<file path="config.mk">
export PLATFORM = sky130hd
export DESIGN_NAME = fcu_compare_unit
export DESIGN_NICKNAME = d
export VERILOG_FILES = /design/src/design/fcu_pkg.sv /design/src/design/fcu_compare_unit.sv
export SDC_FILE = /design/constraint.sdc
export NUM_CORES = 1
export LEC_CHECK = 0
export BUFFER_PORTS_ARGS = -buffer_cell sky130_fd_sc_hd__buf_4
export CORE_AREA = 5 5 168 170
export CTS_BUF_LIST = sky130_fd_sc_hd__clkbuf_2 sky130_fd_sc_hd__clkbuf_4 sky130_fd_sc_hd__clkbuf_8
export DETAILED_ROUTE_END_ITERATION = 10
export DIE_AREA = 0 0 173 175
export GPL_TIMING_DRIVEN = 0
export PLACE_DENSITY_LB_ADDON = 0.05
export SLEW_MARGIN = 25
export SYNTH_ARGS = -nofsm -noshare
export SYNTH_HDL_FRONTEND = slang
export SYNTH_SLANG_ARGS = --single-unit
</file>
<file path="constraint.sdc">
create_clock -name clock -period 3.4 [get_ports clock]
set_input_delay 0.51 -clock clock [delete_from_list [all_inputs] [get_ports clock]]
set_output_delay 0.51 -clock clock [all_outputs]
set_load 0.03 [all_outputs]
</file>
<file path="src/design/fcu_pkg.sv">
// shared constants and carrier types for the float compare unit
package fcu_pkg;

   localparam int FCU_SLOTS = 3;
   localparam int FCU_LATENCY = 1;
   localparam int FCU_DATA_W = 32;
   localparam int FCU_OPC_W = 8;
   localparam int FCU_FLAG_W = 7;

   // operation codes as issued by the pipeline
   localparam logic [7:0] FCU_OPC_FGTR = 8'h90;
   localparam logic [7:0] FCU_OPC_FGTR_FLAGS = 8'h91;
   localparam logic [7:0] FCU_OPC_FGEQ = 8'h92;
   localparam logic [7:0] FCU_OPC_FGEQ_FLAGS = 8'h93;
   localparam logic [7:0] FCU_OPC_FEQL_FLAGS = 8'h95;

   // exception vector bit positions
   localparam int FCU_ZERO_DIVISOR_BIT = 0;
   localparam int FCU_ROUNDED_RESULT_BIT = 1;
   localparam int FCU_TOO_SMALL_BIT = 2;
   localparam int FCU_TOO_LARGE_BIT = 3;
   localparam int FCU_BAD_OPERAND_BIT = 4;
   localparam int FCU_INPUT_FLUSHED_BIT = 5;
   localparam int FCU_OUTPUT_FLUSHED_BIT = 6;

   // single-precision field layout
   localparam int FCU_SIGN_BIT = 31;
   localparam int FCU_EXP_HI = 30;
   localparam int FCU_EXP_LO = 23;
   localparam int FCU_MANT_HI = 22;
   localparam int FCU_QUIET_BIT = 22;
   localparam logic [7:0] FCU_EXP_MAX = 8'hff;
   localparam logic [7:0] FCU_EXP_MIN = 8'h00;

   localparam logic [6:0] FCU_FLAGS_RESET = 7'h00;
   localparam logic [31:0] FCU_DATA_RESET = 32'h0000_0000;
   localparam logic [31:0] FCU_TRUE = 32'h0000_0001;
   localparam logic [31:0] FCU_FALSE = 32'h0000_0000;

   typedef struct packed {
      logic valid;
      logic [7:0] opcode;
      logic [31:0] guard_word;
      logic [31:0] first_source;
      logic [31:0] second_source;
   } fcu_req_t;

   typedef struct packed {
      logic wr_en;
      logic [31:0] data;
   } fcu_rsp_t;

   typedef struct packed {
      logic flushed;
      logic is_nan;
      logic is_snan;
      logic is_zero;
      logic sign;
      logic [30:0] mag;
   } fcu_operand_t;

   typedef enum logic [2:0] {
      FCU_KIND_GT = 3'b001,
      FCU_KIND_GE = 3'b010,
      FCU_KIND_EQ = 3'b100
   } fcu_kind_t;

endpackage

</file>
<file path="src/design/fcu_compare_unit.sv">
// single-precision compare unit with sticky status-word flag update
// Function
// - greater-or-equal compare writes 1 when the first source is at least the second, else 0.
// - strictly-greater compare writes 1 only when the first source exceeds the second, else 0.
// - every compare and compare-flag operation completes in 1 cycle in any of 3 issue slots.
// - operands are single-precision floats and the outcome is an integer destination value.
// - a denormal compare operand is taken as zero and sets input-flushed in the status word.
// - an exception raised by a compare sets the matching status-word flag bits.
// - status-word flags are sticky and are cleared only by an explicit status-word write.
// - the status-word flag update lands in the same cycle as the destination write.
// - simultaneous flag updates are ORed together and with the existing flag value.
// - a guarded compare writes destination and flags only when the guard LSB is 1.
// - a compare-flag operation returns the matching compare's exception vector, flags untouched.
// - the vector holds zero-divisor, rounded, too-small, too-large, bad-operand, in/out flushed in bits 0..6.
// - in a compare-flag operation a denormal operand is taken as zero and sets input-flushed.
// - a guarded compare-flag operation writes the destination only when the guard LSB is 1.
// - the equality compare-flag operation returns the equality comparison's exception vector.
// - the greater-or-equal compare-flag operation returns that comparison's exception vector.
`timescale 1ns/1ps
module fcu_compare_unit
   import fcu_pkg::*;
(
   input wire logic clock,
   input wire logic rst_n,
   input wire fcu_req_t [FCU_SLOTS-1:0] issue_req,
   input wire logic psw_wr_en,
   input wire logic [FCU_FLAG_W-1:0] psw_wr_flags,
   input wire logic [FCU_FLAG_W-1:0] other_unit_flags,
   output fcu_rsp_t [FCU_SLOTS-1:0] result_rsp,
   output logic [FCU_FLAG_W-1:0] processor_status_word
);

   // decode and flush one operand; denormals become a signed zero
   function automatic fcu_operand_t fcu_classify(input logic [31:0] v);
      fcu_operand_t o;
      logic [7:0] e;
      logic mant_nz;
      e = v[FCU_EXP_HI:FCU_EXP_LO];
      mant_nz = |v[FCU_MANT_HI:0];
      o.sign = v[FCU_SIGN_BIT];
      o.flushed = (e == FCU_EXP_MIN) && mant_nz;
      o.is_nan = (e == FCU_EXP_MAX) && mant_nz;
      o.is_snan = o.is_nan && !v[FCU_QUIET_BIT];
      o.is_zero = (e == FCU_EXP_MIN);
      o.mag = o.is_zero ? 31'h0000_0000 : v[30:0];
      return o;
   endfunction

   // ordered greater-than of two non-NaN operands; both zeros are equal
   function automatic logic fcu_greater(input fcu_operand_t a, input fcu_operand_t b);
      logic g;
      if (a.is_zero && b.is_zero) begin
         g = 1'b0;
      end else if (a.sign != b.sign) begin
         g = !a.sign;
      end else if (!a.sign) begin
         g = a.mag > b.mag;
      end else begin
         g = a.mag < b.mag;
      end
      return g;
   endfunction

   function automatic logic fcu_equal(input fcu_operand_t a, input fcu_operand_t b);
      return (a.is_zero && b.is_zero) || ((a.sign == b.sign) && (a.mag == b.mag));
   endfunction

   // map an opcode to its comparison kind and whether it returns flags
   function automatic logic fcu_decode(input logic [7:0] opc, output fcu_kind_t kind,
                                      output logic flags_op);
      logic known;
      known = 1'b1;
      kind = FCU_KIND_GT;
      flags_op = 1'b0;
      case (opc)
         FCU_OPC_FGTR: begin
            kind = FCU_KIND_GT;
         end
         FCU_OPC_FGTR_FLAGS: begin
            kind = FCU_KIND_GT;
            flags_op = 1'b1;
         end
         FCU_OPC_FGEQ: begin
            kind = FCU_KIND_GE;
         end
         FCU_OPC_FGEQ_FLAGS: begin
            kind = FCU_KIND_GE;
            flags_op = 1'b1;
         end
         FCU_OPC_FEQL_FLAGS: begin
            kind = FCU_KIND_EQ;
            flags_op = 1'b1;
         end
         default: begin
            known = 1'b0;
         end
      endcase
      return known;
   endfunction

   fcu_rsp_t [FCU_SLOTS-1:0] rsp_reg;
   fcu_rsp_t [FCU_SLOTS-1:0] rsp_next;
   logic [FCU_SLOTS-1:0][FCU_FLAG_W-1:0] slot_psw_set;
   logic [FCU_FLAG_W-1:0] psw_reg;
   logic [FCU_FLAG_W-1:0] psw_next;

   genvar gs;
   generate
      for (gs = 0; gs < FCU_SLOTS; gs++) begin : g_slot
         fcu_operand_t a;
         fcu_operand_t b;
         fcu_kind_t kind;
         logic flags_op;
         logic known;
         logic outcome;
         logic any_nan;
         logic [FCU_FLAG_W-1:0] vec;

         always_comb begin
            a = fcu_classify(issue_req[gs].first_source);
            b = fcu_classify(issue_req[gs].second_source);
            known = fcu_decode(issue_req[gs].opcode, kind, flags_op);
            any_nan = a.is_nan || b.is_nan;
            vec = FCU_FLAGS_RESET;
            vec[FCU_INPUT_FLUSHED_BIT] = a.flushed || b.flushed;
            outcome = 1'b0;
            case (kind)
               FCU_KIND_GT: begin
                  outcome = !any_nan && fcu_greater(a, b);
                  vec[FCU_BAD_OPERAND_BIT] = any_nan;
               end
               FCU_KIND_GE: begin
                  outcome = !any_nan && (fcu_greater(a, b) || fcu_equal(a, b));
                  vec[FCU_BAD_OPERAND_BIT] = any_nan;
               end
               FCU_KIND_EQ: begin
                  outcome = !any_nan && fcu_equal(a, b);
                  vec[FCU_BAD_OPERAND_BIT] = a.is_snan || b.is_snan;
               end
               default: begin
                  outcome = 1'b0;
               end
            endcase
            rsp_next[gs].wr_en = issue_req[gs].valid && known
                                 && issue_req[gs].guard_word[0];
            if (flags_op) begin
               rsp_next[gs].data = {25'h000_0000, vec};
            end else begin
               rsp_next[gs].data = outcome ? FCU_TRUE : FCU_FALSE;
            end
            // flag vector operations leave the status word alone
            slot_psw_set[gs] = (rsp_next[gs].wr_en && !flags_op) ? vec
                               : FCU_FLAGS_RESET;
         end
      end
   endgenerate

   // status word: write value, then OR every same-cycle set on top so a set beats a clear
   always_comb begin
      psw_next = psw_wr_en ? psw_wr_flags : psw_reg;
      psw_next = psw_next | other_unit_flags;
      for (int i = 0; i < FCU_SLOTS; i++) begin
         psw_next = psw_next | slot_psw_set[i];
      end
   end

   // one register stage for results and flags, so both land on the same edge
   always_ff @(posedge clock or negedge rst_n) begin
      if (!rst_n) begin
         for (int i = 0; i < FCU_SLOTS; i++) begin
            rsp_reg[i] <= '{wr_en: 1'b0, data: FCU_DATA_RESET};
         end
         psw_reg <= FCU_FLAGS_RESET;
      end else begin
         rsp_reg <= rsp_next;
         psw_reg <= psw_next;
      end
   end

   assign result_rsp = rsp_reg;
   assign processor_status_word = psw_reg;

endmodule

</file>
# After elaboration in Yosys (flattened, before gate mapping)
# Cells that the tools add are included.
# Widths: inputs -> output; s select.
# totals
regBits	106
latchBits	0
mem_bits_rw	0
rom_bits	0
output_inout_bits	106
memories	0
# op_classes
n_addsub	0
mul	0
div	0
magnitude_cmp	6
eq_ne	39
shifts	0
n_mux	46
bitwise	4
n_reduce_logical	96
# ops
operator	n
$mux 31	6
$eq 8x8->1 const B	21
$reduce_or 23->1	6
$eq 31x31->1	3
$gt 31x31->1	3
$lt 31x31->1	3
$logic_not 8->1	6
$logic_and 1x1->1	42
$mux 6	6
$mux 1	24
$or 7x6->7	3
$pmux 3 s2	3
$logic_not 1->1	15
$logic_or 1x1->1	15
$reduce_or 5->1	3
$reduce_or 2->1	6
$eq 3x1->1 const B	3
$eq 3x2->1 const B	3
$eq 3x3->1 const B	3
$pmux 1 s3	3
$reduce_or 3->1	3
$mux 7	1
$or 7x7->7	1
$pmux 1 s2	3
2 further kinds	6

# Depth between registers and ports, before layout
# depth
ltp_word	12
ltp_mapped	11

# Least setup slack after synthesis
# No wires, ideal clock.
# synth_path
path_kind	input port to flip-flop
startpoint	input port issue_req[62] (netlist bit)
endpoint	register rsp_reg, in the netlist result_rsp[0]
setup_time_ns	0.120
arrival_ns	2.639
path_slack_ns	0.642
path_stages	11
cell_sequence	nor4_1 nand2_1 clkbuf_1 and2_1 ha_1 a21oi_1 o21ai_0 a221oi_1 a21oi_1 a211o_1 a31o_1
# synth_rtl
item	line	rtl
from (decl)	fcu_compare_unit.sv:25	input wire fcu_req_t [FCU_SLOTS-1:0] issue_req,
to (signal, indexed assignment)	fcu_compare_unit.sv:171	rsp_reg[i] <= '{wr_en: 1'b0, data: FCU_DATA_RESET};
to (signal assigned)	fcu_compare_unit.sv:175	rsp_reg <= rsp_next;
to (decl)	fcu_compare_unit.sv:101	fcu_rsp_t [FCU_SLOTS-1:0] rsp_reg;

==> results.md <==
* Status: finished clean
* Flop2flop setup slack at 2070 ps
* CORE AREA at ~27,000 µm²
* Final Wtd Congestion at just under 0.8
* CP startpoint: issue_req[164]
* Die outline area at about 30,000 µm²
* Power Density at 157 nW/µm²
* Worst-margin pin slew at 503 ps
* Count of buffers from port buffering at around 260
* Vias at roughly 6,300
* R2R Path End: processor_status_word[5]
* Sequential share of the synthesized area at just under 9%
* Setup crit end: result_rsp[33]
* Worst vdd ir at about 0.11 mV
* Remaining Overflow, GRT at 0
* MaxCap Viol Count at 0
* YS warnings at 0
* Tcrit/Tclk final at around 93%
* Worst Path Arrival at ~3400 ps
* Area share of the largest cell type after synthesis at 23.2%
* Fillers at a little under 3,000
* Tot Pwr at around 1300 µW
* Num CTS Buffers at 3
* Post-synthesis register bit count at 19
* Dpl hpwl at ~20,000 µm
* First-pass detailed-route iteration total at 4
* Site Rows at 60
* First-pass GRT wire length at 34,200 µm
* Total GRT Usage at roughly 14%
* Synthesized area per cell at just over 7 µm²
* Critical path fanouts, max at 10
* # diodes at 0
* Peak Freq at 0.316 GHz
* Synth async-reset ratio at between 90% and 100%
* Max Slew Vio Count at 0
* Count of cell types in the netlist at between 50 and 60
* CTS Sinks at 19
* Final Skew at 0 ps
* Biggest area consumer among synthesized cells: ha_1
* Class of the worst hold path: input pin to asynchronous set/reset pin
* Initial Util at between 20% and 30%
* TritonCTS clock tree: done
* Most frequent cells in the layout: buf_4 (344), nand2_1 (108), ha_1 (102)
* Layout Nets at between 1,500 and 2,000
* Number of synthesized flops with an enable pin at 0
* Tmin final at roughly 3200 ps
* Drt wl/cell at ~15 µm
* Postcts setup bufs at 0
* Crit Reg-Reg Startpoint: processor_status_word[5]
* Vias/cell at approximately 4.3
* Largest net degree at the start of global routing at 20
* Htree depth at 1
* DRT antenna net count at 0
* Die height at approximately 180 µm
* Final hold violation count at 0
* I/O pin cnt at ~440
* Share of cells above drive strength 1 at 33.1%
* Iteration-0 DRC Markers at 181
* Pleak at ~0.0043 µW
* RSZ-0062 raised after global routing: false
* Crit path kind: input pin to flip-flop
* Initial antenna violation count at 0
* Critical Path End Type: flip-flop
* Residual DRC at 0
* Reg clk slew, reported paths at approximately 90 ps
* Synthesized instance count at between 700 and 800
* Area grow syn2layout at 49.8%
* Main flop type after synthesis: dfrtp_1
* # setup viols final at 0
* Depth of the most critical reg-to-reg path at 3
* Critical path data required time at ~3600 ps
* Worst Hold Slack at 111 ps
* Clk root buf: clkbuf_8
* Vias in the first global route at roughly 6,600
* Clk_lat worst skew at around 270 ps
* Longest Clk Path Bufs at 2
* Cell Area, Synth at 5490 µm²
* Top post-synthesis cells by area: ha_1 (23%), buf_4 (12%), dfrtp_1 (8.7%), and2_1 (8.1%), nand2_1 (7.5%)
* Drt total wl at about 22,000 µm
* Commonest non-fill, non-tap cell in the layout: buf_4
* Die width at ~170 µm
* Critical Path Start Type: input pin
* Slew margin rel. at between 60% and 70%
-- power breakdown --
| part | internal, µW | total (µW) | switching [µW] |
|---|---|---|---|
| Combinational | 421 | 872 | 451 |
| Sequential | 236 | 240 | 4.21 |
| Clock | 82.2 | 181 | 98.9 |
-- what timing repair did --
item	CTS	global route
hold buffers	0	0
setup endpoints to repair	0	2
resized for setup	0	3
-- registers in the layout, summed over array words and instances, names as in the netlist --
| name | count |
|---|---|
| result_rsp | 12 |
| processor_status_word | 7 |
-- through the flow --
step | setup WS, ps | util (%) | TNS, ps | instances | cell area, µm²
floorplan | 642 | - | 0 | 854 | 5810
global placement | -239 | 30.7 | -429 | 1452 | 8170
detailed placement | -216 | 30.7 | -323 | 1452 | 8170
CTS | 84.2 | 30.9 | 0 | 1456 | 8220
global route | 9.55 | 31.0 | 0 | 1455 | 8230
finish | 231 | 31.0 | 0 | 1455 | 8230
-- logic make-up (layout without fill, tap and decap cells) --
family / Yosys count / in the layout / synth area share [%]
XOR/XNOR: 3 / 3 / 0.479
buffers and inverters: 167 / 427 / 17.4
flip-flops: 19 / 19 / 8.66
multiplexers: 1 / 1 / 0.205
AND/OR/NAND/NOR: 361 / 361 / 36.7
adder cells (fa/ha/maj): 102 / 102 / 23.2
other: 1 / 87 / 0.0683
AO/OA/AOI/OAI: 114 / 114 / 13.3
-- metal layers --
metal	share of wire [%]	global-route usage [%]	vias up
li1	-	-	3267
met1	44	17.2	2762
met2	47	24.3	222
met3	7.4	4.24	14
met4	1.2	1.76	0
met5	0	0	-
-- Yosys cell counts, drive strengths merged, types with 18 or more instances --
master    n
a21oi    42
and2     72
buf      88
clkbuf   36
dfrtp    19
ha      102
inv      43
nand2   110
nand4    42
nor2     24
nor3     18
nor4     48
o21ai    25
-- worst max-delay path: stages --
cell	delay [ps]
buf_4	120
nor4_1	280
nand2_1	320
clkbuf_1	320
and2_1	230
ha_1	330
a21oi_1	150
o21ai_1	100
a221oi_1	330
o21ai_0	190
a211o_1	330
o22ai_1	160
-- how the worst min path moves through the flow --
stage,startpoint,endpoint,cells past startpoint
after floorplan,rst_n,processor_status_word[0],0
after global placement,rst_n,processor_status_word[0],1
after detailed placement,rst_n,processor_status_word[0],1
after CTS,rst_n,processor_status_word[0],1
after global routing,rst_n,processor_status_word[0],1
final,rst_n,processor_status_word[0],1
-- cell type report --
| class | count | area (µm²) | share of cell area, % |
|---|---|---|---|
| buffer | 123 | 788 | 9.58 |
| clock buffer | 3 | 41.3 | 0.502 |
| clock inverter | 1 | 5.00 | 0.0608 |
| inverter | 43 | 161 | 1.96 |
| multi-input combinational | 668 | 4400 | 53.5 |
| sequential | 19 | 475 | 5.78 |
| tap | 341 | 427 | 5.19 |
| timing repair buffer | 257 | 1930 | 23.4 |
Power figures use the tool's default switching activity.
